[src/rtl/eag_pkg.sv]
package eag_pkg;

  // ---------------------------------------------------------------------------
  // Widths and field sizes
  // ---------------------------------------------------------------------------
  localparam int ADDR_W      = 16;
  localparam int REG_SEL_W   = 3;
  localparam int FREG_SEL_W  = 2;
  localparam int COND_W      = 3;
  localparam int DISP_W      = 8;
  localparam int SHORT_W     = 5;

  // ---------------------------------------------------------------------------
  // Address modes
  // ---------------------------------------------------------------------------
  localparam logic [1:0] AM_REG      = 2'h0;
  localparam logic [1:0] AM_REG_INC  = 2'h1;
  localparam logic [1:0] AM_REG_WORD = 2'h2;
  localparam logic [1:0] AM_INDIRECT = 2'h3;

  // Forms of the indirect mode (address_mode_field = 11).
  localparam logic [1:0] IND_PLAIN   = 2'h0;
  localparam logic [1:0] IND_DISP    = 2'h1;
  localparam logic [1:0] IND_DOUBLE  = 2'h2;

  // Request kinds.
  localparam logic [2:0] KIND_LONG   = 3'h0;
  localparam logic [2:0] KIND_SHORT  = 3'h1;
  localparam logic [2:0] KIND_JUMP   = 3'h2;
  localparam logic [2:0] KIND_SHIFT1 = 3'h3;
  localparam logic [2:0] KIND_SHIFT2 = 3'h4;
  localparam logic [2:0] KIND_BITF   = 3'h5;

  // Operand size codes; the byte count is 1 << code.
  localparam logic [1:0] SZ_BYTE     = 2'h0;
  localparam logic [1:0] SZ_WORD     = 2'h1;
  localparam logic [1:0] SZ_DWORD    = 2'h2;

  // ---------------------------------------------------------------------------
  // Range limits
  // ---------------------------------------------------------------------------
  localparam logic signed [15:0] JUMP_MIN   = -16'sd256;
  localparam logic signed [15:0] JUMP_MAX   = 16'sd254;
  localparam logic [5:0]         SHIFT1_MAX = 6'h10;
  localparam logic [5:0]         SHIFT2_MAX = 6'h1F;
  localparam logic [6:0]         BITF_MAX   = 7'h3F;

  localparam logic [15:0] ADDR_RESET = 16'h0000;

  typedef enum logic [1:0] {
    EAG_IDLE  = 2'b00,
    EAG_FETCH = 2'b01,
    EAG_DONE  = 2'b10
  } eag_state_t;

endpackage : eag_pkg

[src/rtl/eag_adder.sv]
`timescale 1ns/1ps
// Modulo 2^W adder used for the base address sum; the double-form second sum is made outside it.
module eag_adder #(
  parameter int W = 16
) (
  input  wire logic [W-1:0] a,
  input  wire logic [W-1:0] b,
  output logic      [W-1:0] sum
);

  always_comb begin
    sum = a + b;
  end

endmodule : eag_adder

[src/rtl/eag_effective_address.sv]
`timescale 1ns/1ps
// Overview of operation
// - Mode 00 uses selected register contents directly as effective address.
// - Mode 01 uses register, then adds operand byte count to it.
// - Mode 10 adds sixteen-bit appended word to register one to seven.
// - Mode 11 plain form reads storage at register, uses word as address.
// - Mode 11 indexed form fetches word at register plus byte displacement.
// - Double form fetches at register plus displacement, then adds second byte offset to the word.
// - Byte operands may be odd; word and doubleword need even addresses.
// - Jump target is next byte plus signed displacement, -256 to +254.
// - Single shifts accept counts 0 to 16; pair shifts 0 to 31.
// - Condition operand is three bits choosing one of eight conditions.
// - Bit-field displacement accepted from 0 through 63.
// - Register selector addresses eight registers; some forms limit base register.
// - Floating register selector addresses four registers, zero to three.
// - Short form adds even displacement 0 to 62, optional one indirection.
// - Immediate byte is eight bits, read signed or unsigned.
// - Byte displacement with register is unsigned, 0 to 255.
// - Direct addresses and appended words are sixteen bits wide.
module eag_effective_address #(
  parameter int NUM_REGS = 8
) (
  input  wire logic        clk,
  input  wire logic        sys_rst,
  // Request.
  input  wire logic        req_valid,
  input  wire logic [2:0]  req_kind,
  input  wire logic [1:0]  address_mode_field,
  input  wire logic [1:0]  indirect_form,
  input  wire logic        short_indirect,
  input  wire logic [2:0]  reg_sel,
  input  wire logic [1:0]  operand_size,
  input  wire logic [15:0] appended_word,
  input  wire logic [7:0]  byte_disp,
  input  wire logic [7:0]  second_byte_offset,
  input  wire logic [4:0]  short_word_disp,
  input  wire logic [15:0] next_instr_addr,
  input  wire logic [15:0] jump_disp,
  input  wire logic [5:0]  single_shift_count,
  input  wire logic [5:0]  pair_shift_count,
  input  wire logic [6:0]  bit_disp,
  input  wire logic [2:0]  cond_code,
  input  wire logic [1:0]  freg_sel,
  input  wire logic [7:0]  immediate_byte,
  // Register file port.
  output logic [2:0]       reg_rd_sel,
  input  wire logic [15:0] reg_rd_data,
  // Storage read port.
  output logic             mem_rd_req,
  output logic [15:0]      mem_rd_addr,
  input  wire logic        mem_rd_ack,
  input  wire logic [15:0] mem_rd_data,
  // Results.
  output logic             done,
  output logic [15:0]      eff_addr,
  output logic             addr_fault,
  output logic             range_fault,
  output logic             reg_wr_en,
  output logic [2:0]       reg_wr_sel,
  output logic [15:0]      reg_wr_data,
  output logic [7:0]       cond_onehot,
  output logic [3:0]       freg_onehot,
  output logic signed [15:0] imm_signed,
  output logic [15:0]      imm_unsigned
);

  // ---------------------------------------------------------------------------
  // Parameter check
  // ---------------------------------------------------------------------------
  if (NUM_REGS != 8) begin : g_bad_regs
    $error("NUM_REGS must be 8");
  end

  // ---------------------------------------------------------------------------
  // Address arithmetic
  // ---------------------------------------------------------------------------
  logic [15:0] base_opnd;
  logic [15:0] base_sum;
  logic [15:0] post_opnd;
  logic [15:0] post_sum;
  logic [15:0] fetched_r;
  logic [15:0] fetched_nxt;
  logic [15:0] size_bytes;

  always_comb begin
    reg_rd_sel = reg_sel;
    size_bytes = (operand_size == eag_pkg::SZ_BYTE) ? 16'h0001 :
                 (operand_size == eag_pkg::SZ_WORD) ? 16'h0002 : 16'h0004;
    base_opnd  = 16'h0000;
    if (req_kind == eag_pkg::KIND_SHORT) begin
      base_opnd = {10'h000, short_word_disp, 1'b0};
    end else if (req_kind == eag_pkg::KIND_JUMP) begin
      base_opnd = jump_disp;
    end else begin
      case (address_mode_field)
        eag_pkg::AM_REG_INC:  base_opnd = size_bytes;
        eag_pkg::AM_REG_WORD: base_opnd = appended_word;
        eag_pkg::AM_INDIRECT: begin
          if (indirect_form == eag_pkg::IND_PLAIN) begin
            base_opnd = 16'h0000;
          end else begin
            base_opnd = {8'h00, byte_disp};
          end
        end
        default:              base_opnd = 16'h0000;
      endcase
    end
    post_opnd = {8'h00, second_byte_offset};
  end

  eag_adder #(.W(eag_pkg::ADDR_W)) u_base_add (
    .a   ((req_kind == eag_pkg::KIND_JUMP) ? next_instr_addr : reg_rd_data),
    .b   (base_opnd),
    .sum (base_sum)
  );

  eag_adder #(.W(eag_pkg::ADDR_W)) u_post_add (
    .a   (fetched_r),
    .b   (post_opnd),
    .sum (post_sum)
  );

  // ---------------------------------------------------------------------------
  // Control
  // ---------------------------------------------------------------------------
  eag_pkg::eag_state_t state_r;
  eag_pkg::eag_state_t state_nxt;
  logic [15:0] eff_addr_nxt;
  logic        done_nxt;
  logic        addr_fault_nxt;
  logic        range_fault_nxt;
  logic        reg_wr_en_nxt;
  logic [15:0] reg_wr_data_nxt;
  logic        mem_rd_req_nxt;
  logic [15:0] mem_rd_addr_nxt;
  logic        need_fetch;
  logic        bad_base;
  logic        range_bad;
  logic        is_addr_kind;
  logic [15:0] direct_ea;
  logic signed [15:0] jd;

  always_comb begin
    jd           = jump_disp;
    is_addr_kind = (req_kind == eag_pkg::KIND_LONG) || (req_kind == eag_pkg::KIND_SHORT);
    need_fetch   = ((req_kind == eag_pkg::KIND_LONG) &&
                    (address_mode_field == eag_pkg::AM_INDIRECT)) ||
                   ((req_kind == eag_pkg::KIND_SHORT) && short_indirect);
    // Register one to seven base for modes 10 and 11; zero to three for modes 00, 01 and short.
    bad_base = ((req_kind == eag_pkg::KIND_LONG) && address_mode_field[1] &&
                (reg_sel == 3'h0)) ||
               ((req_kind == eag_pkg::KIND_LONG) && !address_mode_field[1] &&
                reg_sel[2]) ||
               ((req_kind == eag_pkg::KIND_SHORT) && reg_sel[2]);
    range_bad = 1'b0;
    case (req_kind)
      eag_pkg::KIND_JUMP:   range_bad = (jd < eag_pkg::JUMP_MIN) ||
                                        (jd > eag_pkg::JUMP_MAX) || jd[0];
      eag_pkg::KIND_SHIFT1: range_bad = single_shift_count > eag_pkg::SHIFT1_MAX;
      eag_pkg::KIND_SHIFT2: range_bad = pair_shift_count > eag_pkg::SHIFT2_MAX;
      eag_pkg::KIND_BITF:   range_bad = bit_disp > eag_pkg::BITF_MAX;
      default:              range_bad = 1'b0;
    endcase
    // Post-increment and plain register modes address the register itself.
    direct_ea = ((req_kind == eag_pkg::KIND_LONG) &&
                 (address_mode_field[1] == 1'b0)) ? reg_rd_data : base_sum;

    state_nxt       = state_r;
    eff_addr_nxt    = eff_addr;
    done_nxt        = 1'b0;
    addr_fault_nxt  = addr_fault;
    range_fault_nxt = range_fault;
    reg_wr_en_nxt   = 1'b0;
    reg_wr_data_nxt = reg_wr_data;
    mem_rd_req_nxt  = 1'b0;
    mem_rd_addr_nxt = mem_rd_addr;
    fetched_nxt     = fetched_r;

    case (state_r)
      eag_pkg::EAG_IDLE: begin
        if (req_valid) begin
          addr_fault_nxt  = 1'b0;
          range_fault_nxt = range_bad || (is_addr_kind && bad_base);
          if (need_fetch && !(is_addr_kind && bad_base)) begin
            mem_rd_req_nxt  = 1'b1;
            mem_rd_addr_nxt = base_sum;
            state_nxt       = eag_pkg::EAG_FETCH;
          end else begin
            eff_addr_nxt = direct_ea;
            addr_fault_nxt = is_addr_kind && direct_ea[0] &&
                             (operand_size != eag_pkg::SZ_BYTE);
            if ((req_kind == eag_pkg::KIND_LONG) &&
                (address_mode_field == eag_pkg::AM_REG_INC)) begin
              reg_wr_en_nxt   = 1'b1;
              reg_wr_data_nxt = base_sum;
            end
            done_nxt  = 1'b1;
            state_nxt = eag_pkg::EAG_DONE;
          end
        end
      end
      eag_pkg::EAG_FETCH: begin
        mem_rd_req_nxt = !mem_rd_ack;
        if (mem_rd_ack) begin
          fetched_nxt = mem_rd_data;
          state_nxt   = eag_pkg::EAG_DONE;
          // The second offset is added in the answer cycle to the incoming word, not to the held word.
          if ((req_kind == eag_pkg::KIND_LONG) &&
              (indirect_form == eag_pkg::IND_DOUBLE)) begin
            eff_addr_nxt = mem_rd_data + {8'h00, second_byte_offset};
          end else begin
            eff_addr_nxt = mem_rd_data;
          end
          addr_fault_nxt = eff_addr_nxt[0] && (operand_size != eag_pkg::SZ_BYTE);
          done_nxt = 1'b1;
        end
      end
      eag_pkg::EAG_DONE: begin
        state_nxt = eag_pkg::EAG_IDLE;
      end
      default: begin
        state_nxt = eag_pkg::EAG_IDLE;
      end
    endcase
  end

  always_ff @(posedge clk) begin
    if (sys_rst) begin
      state_r     <= eag_pkg::EAG_IDLE;
      eff_addr    <= eag_pkg::ADDR_RESET;
      done        <= 1'b0;
      addr_fault  <= 1'b0;
      range_fault <= 1'b0;
      reg_wr_en   <= 1'b0;
      reg_wr_sel  <= 3'h0;
      reg_wr_data <= eag_pkg::ADDR_RESET;
      mem_rd_req  <= 1'b0;
      mem_rd_addr <= eag_pkg::ADDR_RESET;
      fetched_r   <= eag_pkg::ADDR_RESET;
    end else begin
      state_r     <= state_nxt;
      eff_addr    <= eff_addr_nxt;
      done        <= done_nxt;
      addr_fault  <= addr_fault_nxt;
      range_fault <= range_fault_nxt;
      reg_wr_en   <= reg_wr_en_nxt;
      reg_wr_sel  <= reg_sel;
      reg_wr_data <= reg_wr_data_nxt;
      mem_rd_req  <= mem_rd_req_nxt;
      mem_rd_addr <= mem_rd_addr_nxt;
      fetched_r   <= fetched_nxt;
    end
  end

  // ---------------------------------------------------------------------------
  // Operand field decode
  // ---------------------------------------------------------------------------
  logic [7:0]  cond_onehot_nxt;
  logic [3:0]  freg_onehot_nxt;

  always_comb begin
    cond_onehot_nxt = 8'h01 << cond_code;
    freg_onehot_nxt = 4'h1 << freg_sel;
  end

  always_ff @(posedge clk) begin
    if (sys_rst) begin
      cond_onehot  <= 8'h00;
      freg_onehot  <= 4'h0;
      imm_signed   <= 16'sh0000;
      imm_unsigned <= 16'h0000;
    end else begin
      cond_onehot  <= cond_onehot_nxt;
      freg_onehot  <= freg_onehot_nxt;
      imm_signed   <= {{8{immediate_byte[7]}}, immediate_byte};
      imm_unsigned <= {8'h00, immediate_byte};
    end
  end

endmodule : eag_effective_address

[config.mk]
export PLATFORM = sky130hd
export DESIGN_NAME = eag_effective_address
export DESIGN_NICKNAME = d
export VERILOG_FILES = /design/src/rtl/eag_pkg.sv /design/src/rtl/eag_adder.sv /design/src/rtl/eag_effective_address.sv
export SDC_FILE = /design/constraint.sdc
export NUM_CORES = 1
export LEC_CHECK = 0
export BUFFER_PORTS_ARGS = -buffer_cell sky130_fd_sc_hd__buf_2
export CORE_ASPECT_RATIO = 0.75
export CORE_MARGIN = 2
export CORE_UTILIZATION = 50
export DETAILED_ROUTE_END_ITERATION = 10
export GPL_TIMING_DRIVEN = 0
export PLACE_DENSITY_LB_ADDON = 0.15
export SLEW_MARGIN = 20
export SYNTH_ARGS = -nofsm -noshare
export SYNTH_HDL_FRONTEND = slang
export SYNTH_SLANG_ARGS = --single-unit
[constraint.sdc]
create_clock -name clk -period 8.1 [get_ports clk]
set_input_delay 1.215 -clock clk [delete_from_list [all_inputs] [get_ports clk]]
set_output_delay 1.215 -clock clk [all_outputs]
set_load 0.01 [all_outputs]
* Word-level counts from Yosys, hierarchy flattened
Index checks and enable logic that the tools add are counted.
Operators by class: bitwise logic cells 4, reduce and logical (&&, ||, !) cells 39, shifts and indexed selects 2, order comparisons 5, equal/unequal tests 14, $add $sub $neg 2, muxes and demuxes 32
Operators with widths (number):
- $mux W16 | 10
- $pmux W16 S3 | 1
- $pmux W16 S2 | 1
- $add A16 B16 Y16 | 1
- $add A16 B8 Y16 | 1
- $gt A16 B9 Y1 const B | 1
- $lt A16 B9 Y1 const B | 1
- $logic_and A1 B1 Y1 | 15
- $gt A6 B5 Y1 const B | 2
- $mux W1 | 9
- $mux W8 | 1
- $reduce_and A4 Y1 | 2
- $shl A1 B3 Y8 const A | 1
- $gt A7 B6 Y1 const B | 1
- $logic_or A1 B1 Y1 | 7
- $eq A2 B1 Y1 const B | 3
- $eq A2 B2 Y1 const B | 3
- $eq A3 B2 Y1 const B | 2
- $eq A3 B3 Y1 const B | 2
- $logic_not A2 Y1 | 3
- $logic_not A3 Y1 | 2
- $mux W2 | 3
- $mux W3 | 2
- $ne A2 B2 Y1 const B | 3
- other kinds (11) | 21
Storage, ports and cells: bits of input ports 150, flip-flop bits (word level) 94, logic and storage cells 113, output and inout port bits 103

* Longest topological paths before layout
depth in word-level cells 13, gate-level depth with buffers 16, depth with buffers taken out 15

* Hierarchy
Synthesis repeated with hierarchy kept, for this count alone.
Unflattened totals: cell total of the unflattened synthesis 688, area, all modules 5298.8 um^2
By module, submodules not included:
- eag_effective_address | cells each 585, times used 1, area each 4524.3 um^2
- eag_adder | cells each 103, times used 1, area each 774.5 um^2

* Least setup slack after synthesis
OpenSTA, ideal clock, no wires.
kind input-to-reg, start in req_kind[0], end reg eff_addr[6], stages on the path 15, setup time 103 ps, data arrival time 4050 ps, setup slack 3947 ps, cell sequence buf_4 -> or2_2 -> clkbuf_1 -> clkbuf_1 -> a211oi_1 -> ha_1 -> inv_1 -> fa_1 -> nor2b_1 -> o21a_1 -> o21a_2 -> o21ai_0 -> o211ai_1 -> mux2i_1 -> a2111oi_2
Between the ends: cells in the longest elaborated chain, start to end 10
RTL lines:
- start, declared | line eag_effective_address.sv:27 | input wire logic [2:0] req_kind,
- branches (longest 10 deep; another with $add A16 B16 Y16)
- end signal, assigned | line eag_effective_address.sv:230 | eff_addr <= eag_pkg::ADDR_RESET;
- end signal, assigned | line eag_effective_address.sv:242 | eff_addr <= eff_addr_nxt;
- end, declared | line eag_effective_address.sv:55 | output logic [15:0] eff_addr,
Several ways; the timed one is not identified. The select of a mux whose other input is x is not followed. A chain may end at the register's enable or synchronous reset.

* Final worst setup path
start in req_kind[2], end reg eff_addr[8]
The elaborated chain is that of the path after synthesis.

==> metrics.txt <==
outcome=complete, no violations; Clock Skew=5.85 ps; Post-Layout Cell Count=1116; LEAKAGE=3.39 nW; pwr dens=170 nW/um^2; number of detailed-route iterations in the first pass=5; post-DP HPWL=15300 um; via-per-instance ratio=5.58; CTS tree=done; Routed Antenna Nets=0; FFs w/ async S/R, synth=0; Fin Hold WS=452 ps; chip width=125 um; Ys Warns=0; Layout Nets=1151; Post-CTS Resized=0; Seq pwr share=0.340; setup TNS=0 ps; dominant synthesized flop cell=dfxtp_1; total global routing overflow=0; Synth top cells by count=nand2_1, dfxtp_1, a21oi_1; Rows=32; CP max stage delay=510 ps; DR iter-0 viols=547; RSZ-0062 raised after global routing=no; Placer Congestion=1.03; fillers=952; htree depth=3; CTS sink count=78; Port-buffer cells=231; area grow syn2layout=30.8%; Post-synth EDFFs=0; Psw=0.372 mW; Final Hold Fails=0; MaxCap Viol Count=0; Reg clk slew, reported paths=60 ps; final wirelength=18900 um; top cells by area, synth=dfxtp_1, nand2_1, a21oi_1, ha_1, buf_4; vias in the first global route=5599; DP Area=6810 um^2; via count=6225; Final Core Density=0.683; CP most frequent cell=clkbuf_1; CP cell instances=buf_2, nand2b_1, or2_2, clkbuf_1, clkbuf_1, nor2_1, a211oi_1, ha_1, inv_1, fa_1, nor2b_1, o21a_1, o21a_2, o41ai_1, xnor2_1, nand3_1, a311oi_1; Tmin final=4820 ps; Max Freq=207 MHz; starting density of the core=0.522; initial antenna violation count=1; number of top-level pins=253; die span in y=94.4 um; Global Route Usage Sum=0.318; Mapped Area=5450 um^2; Worst-Skew Late Latency=330 ps; top-area cell type share of the netlist area=0.286; top-count cell post-synth=nand2_1; Multi-input gate area=3480 um^2; first-pass GRT wire length=29400 um; startpoint types=input port; internal power=0.841 mW; Die Area=11800 um^2; Post-CTS Setup Repair Bufs=0; worst path bufs/invs=4; Slew @ Worst Pin=827 ps; fin crit share=0.596; critical-path maximum fanout=10; worst path arrival time=5070 ps; Setup crit end kind=register; register area share after synthesis=0.286; Synth Register Bits=78; sequential cell area=1560 um^2; root buffer cell=clkbuf_16; critical path type=in2reg; WP data required=8350 ps; syn avg cell area=7.50 um^2; share of layout cells above drive strength 1=0.322; Finished Cell Area=7130 um^2; Sw Share=0.307; combinational cell fraction of total power=0.293; Core ar.=10500 um^2; CP delay by family, top=compound AO/OA/AOI/OAI gates; Hold Crit Class=reg2reg; synthesized instance count=727; Remaining DRCs=0; # hold bufs at CTS=0; post-synth cell types=79; Slew Limit Headroom=0.440; largest net degree at the start of global routing=13; dpl cells=1101; DR WL/cell=16.9 um; clock buffer count from CTS=9; slowest stage cell, crit path=xnor2_1; maximum clock insertion buffer count=2; Max Slew Vio Count=0; Worst VDD drop=0.106 mV; area leader, netlist=dfxtp_1; final setup fails=0; Clk pwr share=0.367
path summary, 6_finish.rpt:
check                           slack, ps  cells after the start        endpoint      startpoint
worst max-delay path                 3280                     17     eff_addr[8]     req_kind[2]
worst min-delay path                  450                      2  mem_rd_addr[5]  mem_rd_addr[5]
worst max register to register       6110                      5      addr_fault      state_r[0]
worst min register to register        450                      2  mem_rd_addr[5]  mem_rd_addr[5]
power groups by stage:
stage,sequential [mW],combinational [mW],clock (mW)
floorplan,0.426,0.209,0
global route,0.414,0.386,0.468
detailed placement,0.421,0.346,0
CTS,0.412,0.348,0.449
finish,0.412,0.355,0.446
global placement,0.420,0.343,0
layer usage:
layer | vias up | routed length [um] | track usage
met5 | - | 0 | 0
met4 | 0 | 447 | 0.0946
met3 | 33 | 1930 | 0.0793
met2 | 332 | 8270 | 0.510
met1 | 2821 | 8210 | 0.426
li1 | 3039 | - | -
placed cells by master, fill, tap and decap left out, drive strengths merged, types with 8 or more instances in the layout:
cell / count
inv: 12
o211ai: 12
a211oi: 14
a21oi: 72
nand2b: 8
dfxtp: 78
clkbuf: 30
nand3: 29
a21o: 9
nor3: 21
buf: 276
o21ai: 32
ha: 23
nor2: 50
xor2: 8
conb: 8
xnor2: 13
nand2: 156
nor2b: 17
final cells by class:
type                            instances  area share
Multi-Input combinational cell        578       0.488
Timing Repair Buffer                  231       0.162
Sequential cell                        78       0.219
Buffer                                 66      0.0545
Clock inverter                          4      0.0139
Clock buffer                            9      0.0316
Tap cell                              136      0.0239
Antenna cell                            2    0.000702
Inverter                               12     0.00631
kinds of logic (layout without fill, tap and decap cells):
logic type	Yosys count	in the layout	share of synthesized area
compound gates	194	194	0.243
mux	10	10	0.0220
xor+xnor	21	21	0.0337
buf+inv	78	322	0.0796
flops	78	78	0.286
other cells	1	10	0.000688
fa+ha+maj	25	25	0.0601
simple gates	320	320	0.275
through the flow:
stage               power, mW  worst slack [ps]
floorplan               0.635              3950
global placement        0.764              3020
detailed placement      0.766              3020
CTS                      1.21              3330
global route             1.27              2980
finish                   1.21              3280
registers in the layout (all words and copies together) (netlist names):
| name | flops |
|---|---|
| cond_onehot | 8 |
| reg_wr_en | 1 |
| eff_addr | 16 |
| reg_wr_data | 16 |
| freg_onehot | 4 |
| range_fault | 1 |
| mem_rd_addr | 16 |
| done | 1 |
| mem_rd_req | 1 |
| imm_unsigned | 8 |
| state_r | 2 |
| reg_wr_sel | 3 |
| addr_fault | 1 |
worst register-to-register path: stages (launching register included):
cell,delay (ps)
dfxtp_1,340
nor2b_1,300
clkbuf_1,490
nand2_1,300
a211o_1,350
a21oi_1,130
No activity file was read; power rests on OpenSTA's default activity.
